--- src/hw/ssp_pkg.sv ---
// Constants, field positions and types of the synchronous serial port.
// Assumes a 32-bit APB register bus with 8-bit registers in the low byte lane.
package ssp_pkg;

  // ----------------------------------------------------------------
  // Register byte offsets
  // ----------------------------------------------------------------
  localparam logic [7:0] ADDR_BUFFER = 8'h00;
  localparam logic [7:0] ADDR_CTL_ONE = 8'h04;
  localparam logic [7:0] ADDR_CTL_TWO = 8'h08;
  localparam logic [7:0] ADDR_STATUS = 8'h0C;
  localparam logic [7:0] ADDR_RELOAD = 8'h10;
  localparam logic [7:0] ADDR_IRQ_STATUS = 8'h14;
  localparam logic [7:0] ADDR_IRQ_MASK = 8'h18;
  localparam logic [7:0] ADDR_POWER = 8'h1C;

  // ----------------------------------------------------------------
  // Field positions
  // ----------------------------------------------------------------
  localparam int C1_WCOL = 7;
  localparam int C1_OVF = 6;
  localparam int C1_EN = 5;
  localparam int C1_CKP = 4;
  localparam int C2_GCALL = 7;
  localparam int C2_STOP = 2;
  localparam int C2_START = 0;
  localparam int ST_SMP = 7;
  localparam int ST_CKE = 6;
  localparam int ST_DA = 5;
  localparam int ST_P = 4;
  localparam int ST_S = 3;
  localparam int ST_RW = 2;
  localparam int ST_UA = 1;
  localparam int ST_BF = 0;
  localparam int EV_DONE = 0;
  localparam int EV_START = 1;
  localparam int EV_STOP = 2;
  localparam int EV_WCOL = 3;
  localparam int EV_OVF = 4;
  localparam int EV_W = 5;

  // ----------------------------------------------------------------
  // Reset values and counts
  // ----------------------------------------------------------------
  localparam logic [7:0] RST_REG8 = 8'h00;
  localparam logic [EV_W-1:0] RST_EV = 5'h00;
  localparam logic [7:0] STATUS_WR_MASK = 8'hC0;
  localparam logic [3:0] BITS_PER_BYTE = 4'h8;
  localparam logic [3:0] ACK_SLOT = 4'h9;
  // Half bit periods in ref_clk cycles, minus one: full bit of 4, 16, 64.
  localparam logic [7:0] HALF_DIV4 = 8'h01;
  localparam logic [7:0] HALF_DIV16 = 8'h07;
  localparam logic [7:0] HALF_DIV64 = 8'h1F;
  localparam logic [4:0] TEN_BIT_HEAD = 5'h1E;

  typedef enum logic [3:0] {
    SSP_SPI_MST_4 = 4'h0,
    SSP_SPI_MST_16 = 4'h1,
    SSP_SPI_MST_64 = 4'h2,
    SSP_SPI_MST_BRG = 4'h3,
    SSP_SPI_SLV_SS = 4'h4,
    SSP_SPI_SLV = 4'h5,
    SSP_I2C_SLV7 = 4'h6,
    SSP_I2C_SLV10 = 4'h7,
    SSP_I2C_MST = 4'h8
  } ssp_mode_t;

  typedef enum logic [1:0] {
    SSP_MI_IDLE = 2'h0,
    SSP_MI_START = 2'h1,
    SSP_MI_STOP_A = 2'h2,
    SSP_MI_STOP_B = 2'h3
  } ssp_mst_i2c_t;

  typedef enum logic [2:0] {
    SSP_R_BUF = 3'h0,
    SSP_R_C1 = 3'h1,
    SSP_R_C2 = 3'h2,
    SSP_R_ST = 3'h3,
    SSP_R_RLD = 3'h4,
    SSP_R_IST = 3'h5,
    SSP_R_IMSK = 3'h6,
    SSP_R_PWR = 3'h7
  } ssp_reg_t;

endpackage

--- src/hw/ssp_clkdiv.sv ---
// Programmable divider giving a one-cycle enable pulse every div_i+1 cycles.
// Assumes clr_i is asserted whenever the consumer restarts its timing.
`timescale 1ns/1ns
`default_nettype none
module ssp_clkdiv #(
  parameter int W = 8
) (
  input wire logic ref_clk,
  input wire logic srst,
  input wire logic run_i,
  input wire logic clr_i,
  input wire logic [W-1:0] div_i,
  output logic tick_o
);

  typedef struct packed {
    logic [W-1:0] cnt;
    logic tick;
  } ssp_div_t;

  ssp_div_t q;
  ssp_div_t d;

  always_comb begin
    d = q;
    d.tick = 1'b0;
    if (clr_i) begin
      d.cnt = '0;
    end else if (run_i) begin
      if (q.cnt >= div_i) begin
        d.cnt = '0;
        d.tick = 1'b1;
      end else begin
        d.cnt = q.cnt + W'(1);
      end
    end
  end

  always_ff @(posedge ref_clk) begin
    if (srst) begin
      q <= '0;
    end else begin
      q <= d;
    end
  end

  assign tick_o = q.tick;

endmodule
`default_nettype wire

--- src/hw/ssp_pin_sync.sv ---
// Three-stage synchroniser with agreement filter for asynchronous pins.
// Assumes the pins are unrelated to ref_clk.
`timescale 1ns/1ns
`default_nettype none
module ssp_pin_sync #(
  parameter int W = 3
) (
  input wire logic ref_clk,
  input wire logic srst,
  input wire logic [W-1:0] pin_i,
  output logic [W-1:0] level_o
);

  typedef struct packed {
    logic [W-1:0] s1;
    logic [W-1:0] s2;
    logic [W-1:0] s3;
    logic [W-1:0] lvl;
  } ssp_sync_t;

  ssp_sync_t q;
  ssp_sync_t d;

  // A change is taken only once the second and third stages agree.
  always_comb begin
    d = q;
    d.s1 = pin_i;
    d.s2 = q.s1;
    d.s3 = q.s2;
    for (int i = 0; i < W; i++) begin
      if (q.s2[i] == q.s3[i]) begin
        d.lvl[i] = q.s3[i];
      end
    end
  end

  always_ff @(posedge ref_clk) begin
    if (srst) begin
      q <= '0;
    end else begin
      q <= d;
    end
  end

  assign level_o = q.lvl;

endmodule
`default_nettype wire

--- src/hw/ssp_top.sv ---
// Synchronous serial port: SPI master/slave and I2C slave/master with APB registers.
// Assumes pins arrive asynchronously; sleep_i comes from power logic on ref_clk.
//
// Functional notes
// - Master bit rate is derived from whatever ref_clk is supplied.
// - Idle clock must come from primary, 32.768 kHz secondary or internal RC.
// - Enabled port interrupt wakes the device after a finished master transfer.
// - In sleep the master freezes mid-transfer and resumes on wake.
// - Slave shifts on external clock edges; eight bits set the flag, wake.
// - Any reset disables the port and aborts the transfer.
// - Mode 0,0: ckp0 cke1; 0,1: ckp0 cke0; 1,0: ckp1 cke1; 1,1: ckp1 cke0.
// - A sample point bit selects where input data is captured, in master mode with cke set only.
// - I2C master and slave with general call; start and stop interrupts.
// - I2C meets standard mode and accepts 7-bit and 10-bit addressing.
// - Control registers fully read/write; status low six bits read-only.
// - Control two bits 5 to 2 differ between master and slave mode.
// - Address register is own address in slave, baud reload in master.
// - Completed received byte moves to the buffer and sets the flag.
// - Buffer write loads buffer and shifter at once, no transmit buffering.
// - Shifter is not addressable; software reaches it through the buffer.
// - SPI data shifts most significant bit first.
// - Enable bit 5 of control one; clearing it resets port, bit count.
`timescale 1ns/1ns
`default_nettype none
module ssp_top (
  input wire logic ref_clk,
  input wire logic srst,
  input wire logic psel,
  input wire logic penable,
  input wire logic pwrite,
  input wire logic [7:0] paddr,
  input wire logic [31:0] pwdata,
  input wire logic [3:0] pstrb,
  output logic [31:0] prdata,
  output logic pready,
  output logic pslverr,
  input wire logic sleep_i,
  input wire logic [1:0] clk_src_i,
  input wire logic sck_scl_i,
  output logic sck_scl_o,
  output logic sck_scl_oe,
  input wire logic sdi_sda_i,
  output logic sdi_sda_o,
  output logic sdi_sda_oe,
  output logic sdo_o,
  output logic sdo_oe,
  input wire logic ss_n_i,
  output logic irq_o,
  output logic wake_o
);

  // ----------------------------------------------------------------
  // State
  // ----------------------------------------------------------------
  typedef struct packed {
    logic [7:0] serial_buffer;
    logic [7:0] serial_shifter;
    logic [7:0] ctl_one;
    logic [7:0] ctl_two;
    logic [7:0] status;
    logic [7:0] reload;
    logic [ssp_pkg::EV_W-1:0] irq_st;
    logic [ssp_pkg::EV_W-1:0] irq_mask;
    logic [3:0] bit_cnt;
    logic busy;
    logic phase;
    logic sck;
    logic sdo;
    logic sda_low;
    logic scl_low;
    logic sck_prev;
    logic sda_prev;
    logic addressed;
    logic first_byte;
    logic ack_pend;
    ssp_pkg::ssp_mst_i2c_t mi;
    logic [31:0] rdata;
    logic err;
  } ssp_state_t;

  ssp_state_t q;
  ssp_state_t d;

  logic [2:0] pins_f;
  logic sck_f;
  logic sda_f;
  logic ss_n_f;
  logic tick;
  logic div_run;
  logic div_clr;
  logic [7:0] div_half;

  function automatic logic [3:0] reg_sel(input logic [7:0] a);
    logic [3:0] r;
    r = {1'b1, 3'h0};
    unique case (a)
      ssp_pkg::ADDR_BUFFER: r = {1'b0, ssp_pkg::SSP_R_BUF};
      ssp_pkg::ADDR_CTL_ONE: r = {1'b0, ssp_pkg::SSP_R_C1};
      ssp_pkg::ADDR_CTL_TWO: r = {1'b0, ssp_pkg::SSP_R_C2};
      ssp_pkg::ADDR_STATUS: r = {1'b0, ssp_pkg::SSP_R_ST};
      ssp_pkg::ADDR_RELOAD: r = {1'b0, ssp_pkg::SSP_R_RLD};
      ssp_pkg::ADDR_IRQ_STATUS: r = {1'b0, ssp_pkg::SSP_R_IST};
      ssp_pkg::ADDR_IRQ_MASK: r = {1'b0, ssp_pkg::SSP_R_IMSK};
      ssp_pkg::ADDR_POWER: r = {1'b0, ssp_pkg::SSP_R_PWR};
      default: r = {1'b1, 3'h0};
    endcase
    return r;
  endfunction

  // ----------------------------------------------------------------
  // Pin synchronisers and bit-rate divider
  // ----------------------------------------------------------------
  ssp_pin_sync #(.W(3)) u_sync (
    .ref_clk(ref_clk),
    .srst(srst),
    .pin_i({ss_n_i, sdi_sda_i, sck_scl_i}),
    .level_o(pins_f)
  );

  assign sck_f = pins_f[0];
  assign sda_f = pins_f[1];
  assign ss_n_f = pins_f[2];

  ssp_clkdiv #(.W(8)) u_div (
    .ref_clk(ref_clk),
    .srst(srst),
    .run_i(div_run),
    .clr_i(div_clr),
    .div_i(div_half),
    .tick_o(tick)
  );

  // ----------------------------------------------------------------
  // Next-state logic
  // ----------------------------------------------------------------
  ssp_pkg::ssp_mode_t mode;
  logic en;
  logic clock_polarity;
  logic cke;
  logic sample_point_select;
  logic spi_mst;
  logic spi_slv;
  logic i2c;
  logic slv_sel;
  logic samp;
  logic shft;
  logic done;
  logic [7:0] sh_next;
  logic [7:0] byte_in;
  logic [ssp_pkg::EV_W-1:0] ev;
  logic [3:0] sel;
  logic acc;
  logic wr;
  logic rd;
  logic lead;
  logic trail;
  logic scl_rise;
  logic scl_fall;
  logic addr_hit;
  logic gcall;

  always_comb begin
    mode = ssp_pkg::ssp_mode_t'(q.ctl_one[3:0]);
    en = q.ctl_one[ssp_pkg::C1_EN];
    clock_polarity = q.ctl_one[ssp_pkg::C1_CKP];
    cke = q.status[ssp_pkg::ST_CKE];
    sample_point_select = q.status[ssp_pkg::ST_SMP];
    spi_mst = 1'b0;
    spi_slv = 1'b0;
    i2c = 1'b0;
    div_half = {1'b0, q.reload[6:0]};
    unique case (mode)
      ssp_pkg::SSP_SPI_MST_4: begin
        spi_mst = 1'b1;
        div_half = ssp_pkg::HALF_DIV4;
      end
      ssp_pkg::SSP_SPI_MST_16: begin
        spi_mst = 1'b1;
        div_half = ssp_pkg::HALF_DIV16;
      end
      ssp_pkg::SSP_SPI_MST_64: begin
        spi_mst = 1'b1;
        div_half = ssp_pkg::HALF_DIV64;
      end
      ssp_pkg::SSP_SPI_MST_BRG: spi_mst = 1'b1;
      ssp_pkg::SSP_SPI_SLV_SS, ssp_pkg::SSP_SPI_SLV: spi_slv = 1'b1;
      ssp_pkg::SSP_I2C_SLV7, ssp_pkg::SSP_I2C_SLV10, ssp_pkg::SSP_I2C_MST: i2c = 1'b1;
      default: spi_slv = 1'b0;
    endcase
    slv_sel = spi_slv && (mode == ssp_pkg::SSP_SPI_SLV || !ss_n_f);
    d = q;
    ev = '0;
    samp = 1'b0;
    shft = 1'b0;
    done = 1'b0;
    addr_hit = 1'b0;
    gcall = 1'b0;
    // Divider stops in sleep so a master transfer freezes in place.
    div_run = en && !sleep_i && (q.busy || q.mi != ssp_pkg::SSP_MI_IDLE ||
      (mode == ssp_pkg::SSP_I2C_MST && (q.ctl_two[ssp_pkg::C2_START] ||
      q.ctl_two[ssp_pkg::C2_STOP])));
    div_clr = !en;
    lead = (sck_f != q.sck_prev) && (sck_f != clock_polarity);
    trail = (sck_f != q.sck_prev) && (sck_f == clock_polarity);
    scl_rise = sck_f && !q.sck_prev;
    scl_fall = !sck_f && q.sck_prev;
    d.sck_prev = sck_f;
    d.sda_prev = sda_f;

    // SPI master timing: first half leaves idle level, second returns.
    // A tick that lands in the first sleep cycle is dropped, not acted on.
    if (en && spi_mst && q.busy && tick && !sleep_i) begin
      if (!q.phase) begin
        d.sck = ~clock_polarity;
        d.phase = 1'b1;
        samp = !sample_point_select && cke;
        shft = !cke;
      end else begin
        d.sck = clock_polarity;
        d.phase = 1'b0;
        samp = sample_point_select || !cke;
        shft = cke && (q.bit_cnt != ssp_pkg::BITS_PER_BYTE - 4'h1);
        d.bit_cnt = q.bit_cnt + 4'h1;
        done = (q.bit_cnt == ssp_pkg::BITS_PER_BYTE - 4'h1);
      end
    end

    // SPI slave runs only from edges of the external clock.
    if (en && slv_sel) begin
      samp = cke ? lead : trail;
      shft = cke ? trail : lead;
      if (samp) begin
        d.bit_cnt = q.bit_cnt + 4'h1;
        done = (q.bit_cnt == ssp_pkg::BITS_PER_BYTE - 4'h1);
      end
    end
    if (spi_slv && mode == ssp_pkg::SSP_SPI_SLV_SS && ss_n_f) begin
      d.bit_cnt = 4'h0;
    end

    sh_next = samp ? {q.serial_shifter[6:0], sda_f} : q.serial_shifter;
    if (!i2c) begin
      d.serial_shifter = sh_next;
      if (shft) begin
        d.sdo = samp ? q.serial_shifter[6] : q.serial_shifter[7];
      end
    end
    byte_in = sh_next;

    // I2C bus conditions and slave addressing.
    if (en && i2c) begin
      if (sck_f && q.sck_prev && q.sda_prev && !sda_f) begin
        d.status[ssp_pkg::ST_S] = 1'b1;
        d.status[ssp_pkg::ST_P] = 1'b0;
        d.first_byte = 1'b1;
        d.addressed = 1'b0;
        d.bit_cnt = 4'h0;
        ev[ssp_pkg::EV_START] = 1'b1;
      end else if (sck_f && q.sck_prev && !q.sda_prev && sda_f) begin
        d.status[ssp_pkg::ST_P] = 1'b1;
        d.status[ssp_pkg::ST_S] = 1'b0;
        d.addressed = 1'b0;
        d.bit_cnt = 4'h0;
        if (mode != ssp_pkg::SSP_I2C_MST) begin
          d.sda_low = 1'b0;
        end
        ev[ssp_pkg::EV_STOP] = 1'b1;
      end else if (mode != ssp_pkg::SSP_I2C_MST && scl_rise &&
                   q.bit_cnt < ssp_pkg::BITS_PER_BYTE) begin
        byte_in = {q.serial_shifter[6:0], sda_f};
        d.serial_shifter = byte_in;
        d.bit_cnt = q.bit_cnt + 4'h1;
        if (q.bit_cnt == ssp_pkg::BITS_PER_BYTE - 4'h1) begin
          if (q.first_byte) begin
            gcall = (byte_in == 8'h00) && q.ctl_two[ssp_pkg::C2_GCALL];
            if (mode == ssp_pkg::SSP_I2C_SLV7) begin
              // Slave mode: control two bits 5:2 mask address bits 4:1.
              addr_hit = (((byte_in[7:1] ^ q.reload[7:1]) &
                ~{3'h0, q.ctl_two[5:2]}) == 7'h00);
            end else begin
              addr_hit = (byte_in[7:3] == ssp_pkg::TEN_BIT_HEAD) &&
                (byte_in[2:1] == q.reload[2:1]);
              d.status[ssp_pkg::ST_UA] = addr_hit;
            end
            d.first_byte = 1'b0;
            if (addr_hit || gcall) begin
              d.addressed = 1'b1;
              d.ack_pend = 1'b1;
              d.status[ssp_pkg::ST_DA] = 1'b0;
              d.status[ssp_pkg::ST_RW] = byte_in[0];
              done = 1'b1;
            end
          end else if (q.addressed) begin
            d.ack_pend = 1'b1;
            d.status[ssp_pkg::ST_DA] = 1'b1;
            done = 1'b1;
          end
        end
      end else if (mode != ssp_pkg::SSP_I2C_MST && scl_fall) begin
        if (q.bit_cnt == ssp_pkg::BITS_PER_BYTE) begin
          d.sda_low = q.ack_pend && !q.status[ssp_pkg::ST_BF];
          d.ack_pend = 1'b0;
          d.bit_cnt = ssp_pkg::ACK_SLOT;
        end else if (q.bit_cnt == ssp_pkg::ACK_SLOT) begin
          d.sda_low = 1'b0;
          d.bit_cnt = 4'h0;
        end
      end
    end

    // I2C master: bits 0 and 2 of control two request start and stop.
    if (en && mode == ssp_pkg::SSP_I2C_MST && tick && !sleep_i) begin
      unique case (q.mi)
        ssp_pkg::SSP_MI_IDLE: begin
          if (q.ctl_two[ssp_pkg::C2_START]) begin
            d.sda_low = 1'b1;
            d.mi = ssp_pkg::SSP_MI_START;
          end else if (q.ctl_two[ssp_pkg::C2_STOP]) begin
            d.sda_low = 1'b1;
            d.mi = ssp_pkg::SSP_MI_STOP_A;
          end
        end
        ssp_pkg::SSP_MI_START: begin
          d.scl_low = 1'b1;
          d.ctl_two[ssp_pkg::C2_START] = 1'b0;
          d.mi = ssp_pkg::SSP_MI_IDLE;
        end
        ssp_pkg::SSP_MI_STOP_A: begin
          d.scl_low = 1'b0;
          d.mi = ssp_pkg::SSP_MI_STOP_B;
        end
        ssp_pkg::SSP_MI_STOP_B: begin
          d.sda_low = 1'b0;
          d.ctl_two[ssp_pkg::C2_STOP] = 1'b0;
          d.mi = ssp_pkg::SSP_MI_IDLE;
        end
      endcase
    end

    // A full byte lands in the buffer unless the last one is unread.
    if (done) begin
      d.busy = 1'b0;
      ev[ssp_pkg::EV_DONE] = 1'b1;
      if (q.status[ssp_pkg::ST_BF]) begin
        ev[ssp_pkg::EV_OVF] = 1'b1;
      end else begin
        d.serial_buffer = byte_in;
        d.status[ssp_pkg::ST_BF] = 1'b1;
      end
      if (!i2c) begin
        d.bit_cnt = 4'h0;
      end
    end

    // ----------------------------------------------------------------
    // APB slave: zero wait states, read data sampled in the setup cycle
    // ----------------------------------------------------------------
    sel = reg_sel(paddr);
    acc = psel && penable;
    wr = acc && pwrite && pstrb[0] && !sel[3];
    rd = acc && !pwrite && !sel[3];
    if (psel && !penable) begin
      d.err = sel[3];
      d.rdata = 32'h0000_0000;
      unique case (ssp_pkg::ssp_reg_t'(sel[2:0]))
        ssp_pkg::SSP_R_BUF: d.rdata[7:0] = q.serial_buffer;
        ssp_pkg::SSP_R_C1: d.rdata[7:0] = q.ctl_one;
        ssp_pkg::SSP_R_C2: d.rdata[7:0] = q.ctl_two;
        ssp_pkg::SSP_R_ST: d.rdata[7:0] = q.status;
        ssp_pkg::SSP_R_RLD: d.rdata[7:0] = q.reload;
        ssp_pkg::SSP_R_IST: d.rdata[ssp_pkg::EV_W-1:0] = q.irq_st;
        ssp_pkg::SSP_R_IMSK: d.rdata[ssp_pkg::EV_W-1:0] = q.irq_mask;
        ssp_pkg::SSP_R_PWR: d.rdata[2:0] = {clk_src_i, sleep_i};
      endcase
    end
    if (rd && ssp_pkg::ssp_reg_t'(sel[2:0]) == ssp_pkg::SSP_R_BUF && !done) begin
      d.status[ssp_pkg::ST_BF] = 1'b0;
    end
    if (wr) begin
      unique case (ssp_pkg::ssp_reg_t'(sel[2:0]))
        ssp_pkg::SSP_R_BUF: begin
          if (q.busy || (spi_slv && q.bit_cnt != 4'h0)) begin
            ev[ssp_pkg::EV_WCOL] = 1'b1;
          end else begin
            d.serial_buffer = pwdata[7:0];
            d.serial_shifter = pwdata[7:0];
            d.sdo = pwdata[7];
            if (en && spi_mst) begin
              d.busy = 1'b1;
              d.phase = 1'b0;
              d.bit_cnt = 4'h0;
            end
          end
        end
        ssp_pkg::SSP_R_C1: d.ctl_one = pwdata[7:0];
        ssp_pkg::SSP_R_C2: d.ctl_two = pwdata[7:0];
        ssp_pkg::SSP_R_ST: begin
          d.status = (d.status & ~ssp_pkg::STATUS_WR_MASK) |
            (pwdata[7:0] & ssp_pkg::STATUS_WR_MASK);
        end
        ssp_pkg::SSP_R_RLD: d.reload = pwdata[7:0];
        ssp_pkg::SSP_R_IST: d.irq_st = q.irq_st & ~pwdata[ssp_pkg::EV_W-1:0];
        ssp_pkg::SSP_R_IMSK: d.irq_mask = pwdata[ssp_pkg::EV_W-1:0];
        ssp_pkg::SSP_R_PWR: d.irq_mask = d.irq_mask;
      endcase
    end

    // Hardware-set flags win over a software clear in the same cycle.
    d.irq_st = d.irq_st | ev;
    d.ctl_one[ssp_pkg::C1_WCOL] = d.ctl_one[ssp_pkg::C1_WCOL] | ev[ssp_pkg::EV_WCOL];
    d.ctl_one[ssp_pkg::C1_OVF] = d.ctl_one[ssp_pkg::C1_OVF] | ev[ssp_pkg::EV_OVF];

    // Disabling the port throws away any transfer and the bit count.
    if (!d.ctl_one[ssp_pkg::C1_EN]) begin
      d.busy = 1'b0;
      d.phase = 1'b0;
      d.bit_cnt = 4'h0;
      d.sda_low = 1'b0;
      d.scl_low = 1'b0;
      d.addressed = 1'b0;
      d.ack_pend = 1'b0;
      d.mi = ssp_pkg::SSP_MI_IDLE;
    end
    // SCK rests at the polarity level between bytes, so that a polarity change
    // never leaves a missing edge in front of the next transfer.
    if (!d.busy) begin
      d.sck = d.ctl_one[ssp_pkg::C1_CKP];
    end
  end

  always_ff @(posedge ref_clk) begin
    if (srst) begin
      q <= '0;
    end else begin
      q <= d;
    end
  end

  // ----------------------------------------------------------------
  // Outputs
  // ----------------------------------------------------------------
  assign prdata = q.rdata;
  assign pready = 1'b1;
  assign pslverr = psel && penable && q.err;
  assign irq_o = |(q.irq_st & q.irq_mask);
  assign wake_o = irq_o;
  // I2C pins are open-drain: only ever pulled low, relying on input direction.
  assign sck_scl_o = i2c ? 1'b0 : q.sck;
  assign sck_scl_oe = en && (i2c ? q.scl_low : spi_mst);
  assign sdi_sda_o = 1'b0;
  assign sdi_sda_oe = en && i2c && q.sda_low;
  assign sdo_o = q.sdo;
  assign sdo_oe = en && (spi_mst || slv_sel);

endmodule
`default_nettype wire

--- config.mk ---
export PLATFORM = sky130hd
export DESIGN_NAME = ssp_top
export DESIGN_NICKNAME = d
export VERILOG_FILES = /design/src/hw/ssp_pkg.sv /design/src/hw/ssp_clkdiv.sv /design/src/hw/ssp_pin_sync.sv /design/src/hw/ssp_top.sv
export SDC_FILE = /design/constraint.sdc
export NUM_CORES = 1
export LEC_CHECK = 0
export BUFFER_PORTS_ARGS = -buffer_cell sky130_fd_sc_hd__buf_2
export CAP_MARGIN = 10
export CORE_ASPECT_RATIO = 0.75
export CORE_UTILIZATION = 55
export DETAILED_ROUTE_END_ITERATION = 12
export GPL_ROUTABILITY_DRIVEN = 1
export HOLD_SLACK_MARGIN = 0.02
export PLACE_DENSITY = 0.88
export SYNTH_ARGS = -nofsm -noshare
export SYNTH_HDL_FRONTEND = slang
export SYNTH_SLANG_ARGS = --single-unit
--- constraint.sdc ---
create_clock -name ref_clk -period 3.1 [get_ports ref_clk]
set_input_delay 0.465 -clock ref_clk [delete_from_list [all_inputs] [get_ports ref_clk]]
set_output_delay 0.465 -clock ref_clk [all_outputs]
set_load 0.05 [all_outputs]
==> flow_summary_export.csv <==
group,metric,value,unit
pwr,power_frac_clock,41.9,%
drt,drtIter0Drc,919,
logic_synthesis,synth_area,6052,sq um
pwr,leakage,2.511,nW
floorplanning,start_util,57.69,%
clocking,ctsHoldBuffers,0,
pwr,p_int,0.001968,W
worst_setup_path,crit_type,"flip-flop to flip-flop",
final_layout,layout.nets,834,
logic_synthesis,synth_top_area_share,34.73,%
logic_synthesis,ys_warn_count,0,
drt,remaining_drc_errors,0,
timing,setup-tns-final,0,ps
logic_synthesis,seq_area_frac_synth,34.73,%
timing,drv_slew,0,
floorplanning,core,10490,sq um
drt,drt-total-wl,17570,um
logic_synthesis,synth_edf_count,0,
hold_path,whs_endpoint,"u_sync.d[7]",
logic_synthesis,synthTopCellsByCount,"dfxtp_1 (105), nand2_1 (68), nor2_1 (68)",
pwr,ir_drop,0.0003379,V
worst_setup_path,path_delay_family,"compound AO/OA/AOI/OAI gates",
worst_setup_path,r2r-start,"u_sync.level_o[0]",
timing,rsz0062_at_grt,"no",
pwr,combPwrFrac,7.2,%
floorplanning,io_pins,97,
logic_synthesis,syn_inst,729,
worst_setup_path,worst-path-buf-inv,0,
logic_synthesis,ys_async_sr_fraction,0,%
final_layout,fillers,916,
clocking,clk_pin_slew,70,ps
clocking,root_buffer,"clkbuf_16",
worst_setup_path,path_cells,"ha_1 > nand3b_1 > a211o_1 > or4_1 > o21ai_0 > nor4_1 > a2111oi_1 > a41o_1",
worst_setup_path,crit_slowest_cell,"a2111oi_1",
timing,fmax,339.4,MHz
final_layout,drive_gt1_share,15.14,%
global_route,grt_pass1_wl,27480,um
run,drv_cap,0,
clocking,cts.sinks,105,
global_route,grt_remaining_overflow,0,
worst_setup_path,r2r_setup_slack,150,ps
logic_synthesis,ys.flop_type,"dfxtp_1",
final_layout,area_growth,9.014,%
logic_synthesis,synth_top_area_cell,"dfxtp_1",
pwr,power_density,404.6,nW/um^2
global_route,grt_pass1_vias,5199,
timing,fin_crit_sh,95.04,%
worst_setup_path,crit_path_end_kind,"flip-flop",
drt,firstDrtPassIters,7,
logic_synthesis,synth_area_leaders,"dfxtp_1 (35%), mux2i_1 (7.1%), a21oi_1 (5.5%)",
worst_setup_path,required,3400,ps
timing,skew,7.137,ps
clocking,clockBufferDepth,2,
outcome,status,"finished, final reports clean",
final_layout,antenna_cells,0,
global_route,grt_max_degree,36,
worst_setup_path,crit_arrival,3240,ps
timing,finalHoldViolCount,0,
floorplanning,die_height,92.85,um
logic_synthesis,syn_avg_cell_area,8.302,sq um
worst_setup_path,start_kind,"flip-flop",
worst_setup_path,critical-path-max-stage-delay,580,ps
pwr,power_frac_seq,50.9,%
final_layout,finish.utilization,62.89,%
timing,period_minus_slack,2946,ps
timing,slew_headroom,49.31,%
pwr,fin_total_pwr,0.002670,W
logic_synthesis,yosysUniqueCellTypes,71,
hold_path,hp-class,"input port to flip-flop",
drt,drtAntennaViolNets,0,
placement,dpl.hpwl,13050,um
drt,viasPerCell,6.382,
drt,vias,5757,
floorplanning,die-area,11430,sq um
timing,worst_pin_slew,752.4,ps
clocking,cts.htree.levels,3,
worst_setup_path,r2r_cells,8,
drt,wl_per_cell,19.48,um
floorplanning,num_rows,32,
worst_setup_path,cp_max_fo,6,
timing,report.final.setup_viol,0,
placement,place.gp.congestion,0.9732,
logic_synthesis,synth_most_common_cell,"dfxtp_1",
global_route,antenna_found_initial,0,
hold_path,hold_path_depth,2,
pwr,power_switching,0.0007012,W
pwr,switching_share,26.26,%
logic_synthesis,synth_seq_cells,105,
clocking,tritoncts,"yes",
placement,io_buffers,43,
worst_setup_path,r2r-end,"q[43]",
hold_path,hold_path_startpoint,"sdi_sda_i",
clocking,cts_buffers,9,
floorplanning,fp.dieW,123.1,um
clocking,clk_latency,360,ps
global_route,grt_util_all_layers,31.77,%
[cell usage in the layout (no fill, tap or decap), types with 5 or more instances in the layout]
cell type and count:
a211oi_1 6, mux2i_1 43, nand3_1 13, nor3_1 16
a21oi_1 67, nor2b_1 22, xnor2_1 13, xor2_1 6
nand4_1 6, a31oi_1 5, a22oi_1 7, nor2_1 68
nand2_1 68, nand2b_1 6, and3_1 10, ha_1 18
buf_2 43, clkinv_4 5, o21ai_0 30, mux2_2 5
conb_1 26, and2_1 12, inv_1 14, or2_2 11
clkbuf_16 9, buf_4 24, o211ai_1 18, dfxtp_1 104
a221oi_1 6, o221ai_1 5
[how the worst max path moves through the flow]
stage	depth (start not counted)	end	slack, ps	startpoint
floorplan	7	q[43]	510	paddr[0]
global placement	7	q[43]	430	paddr[0]
detailed placement	11	u_div.q[6]	300	mode[0]
CTS	7	q[43]	200	mode[1]
global route	8	q[43]	50	u_sync.level_o[0]
finish	8	q[43]	150	u_sync.level_o[0]
[what timing repair did]
item / 4_1_cts / 5_1_grt
setup endpoints to repair: 0 / 1
resized for setup: 0 / 2
setup buffers: 0 / 0
endpoints found under the hold margin: 0 / 0
[worst register-to-register path: stages, from the launching register on]
cell and delay, ps:
dfxtp_1 440, ha_1 280, nand3b_1 120, a211o_1 390
or4_1 470, o21ai_0 320, nor4_1 110, a2111oi_1 580
a41o_1 180
[registers in the layout (all words and copies together), names as in the netlist, named ones only]
name,count
u_div.q,8
u_sync.level_o,3
q,63
en,1
u_sync.q,3
clock_polarity,1
sdo_o,1
mode,4
cke,1
u_sync.d,6
prdata,8
u_div.tick_o,1
[cell families after synthesis]
kind of cell | synth area share, %
XOR/XNOR | 3.122
adder cells (fa/ha/maj) | 3.721
AO/OA/AOI/OAI | 18.90
other | 0.1241
AND/OR/NAND/NOR | 23.57
flip-flops | 34.73
buffers and inverters | 7.794
multiplexers | 8.042
[stage by stage]
stage | cell area (sq um) | cells | hold slack, ps | setup WS (ps)
floorplan | 6142 | 753 | 413.8 | 506.6
global placement | 6305 | 886 | 418.1 | 427.3
detailed placement | 6305 | 886 | 431.0 | 296.6
CTS | 6595 | 902 | 309.3 | 202.5
global route | 6598 | 902 | 312.0 | 50.99
finish | 6598 | 902 | 312.8 | 153.8
[power by group through the flow]
stage          Combinational [W]  Sequential (W)  Clock (W)
2_1_floorplan           0.000164         0.00139          0
3_3_place_gp            0.000184         0.00139          0
4_1_cts                 0.000187         0.00136    0.00112
6_report                0.000193         0.00136    0.00112
3_5_place_dp            0.000187         0.00139          0
5_1_grt                 0.000202         0.00136    0.00118
[layer usage]
| layer | wire (um) | vias to the layer above | track usage (%) |
|---|---|---|---|
| met3 | 2336 | 65 | 11.27 |
| met5 | 0 | - | 0 |
| met1 | 7336 | 2719 | 43.80 |
| met2 | 7338 | 356 | 45.11 |
| li1 | - | 2617 | - |
| met4 | 563 | 0 | 11.35 |
[area by class of cell]
cell class	instances	area, sq um	share of cell area [%]
clock inverters	6	51.30	0.7775
multi-input cells	561	3570	54.11
inverters	17	68.82	1.043
flip-flops and latches	105	2103	31.88
repair buffers	67	395.4	5.993
clock buffers	10	239.0	3.622
well taps	136	170.2	2.579
Power figures use the tool's default switching activity.
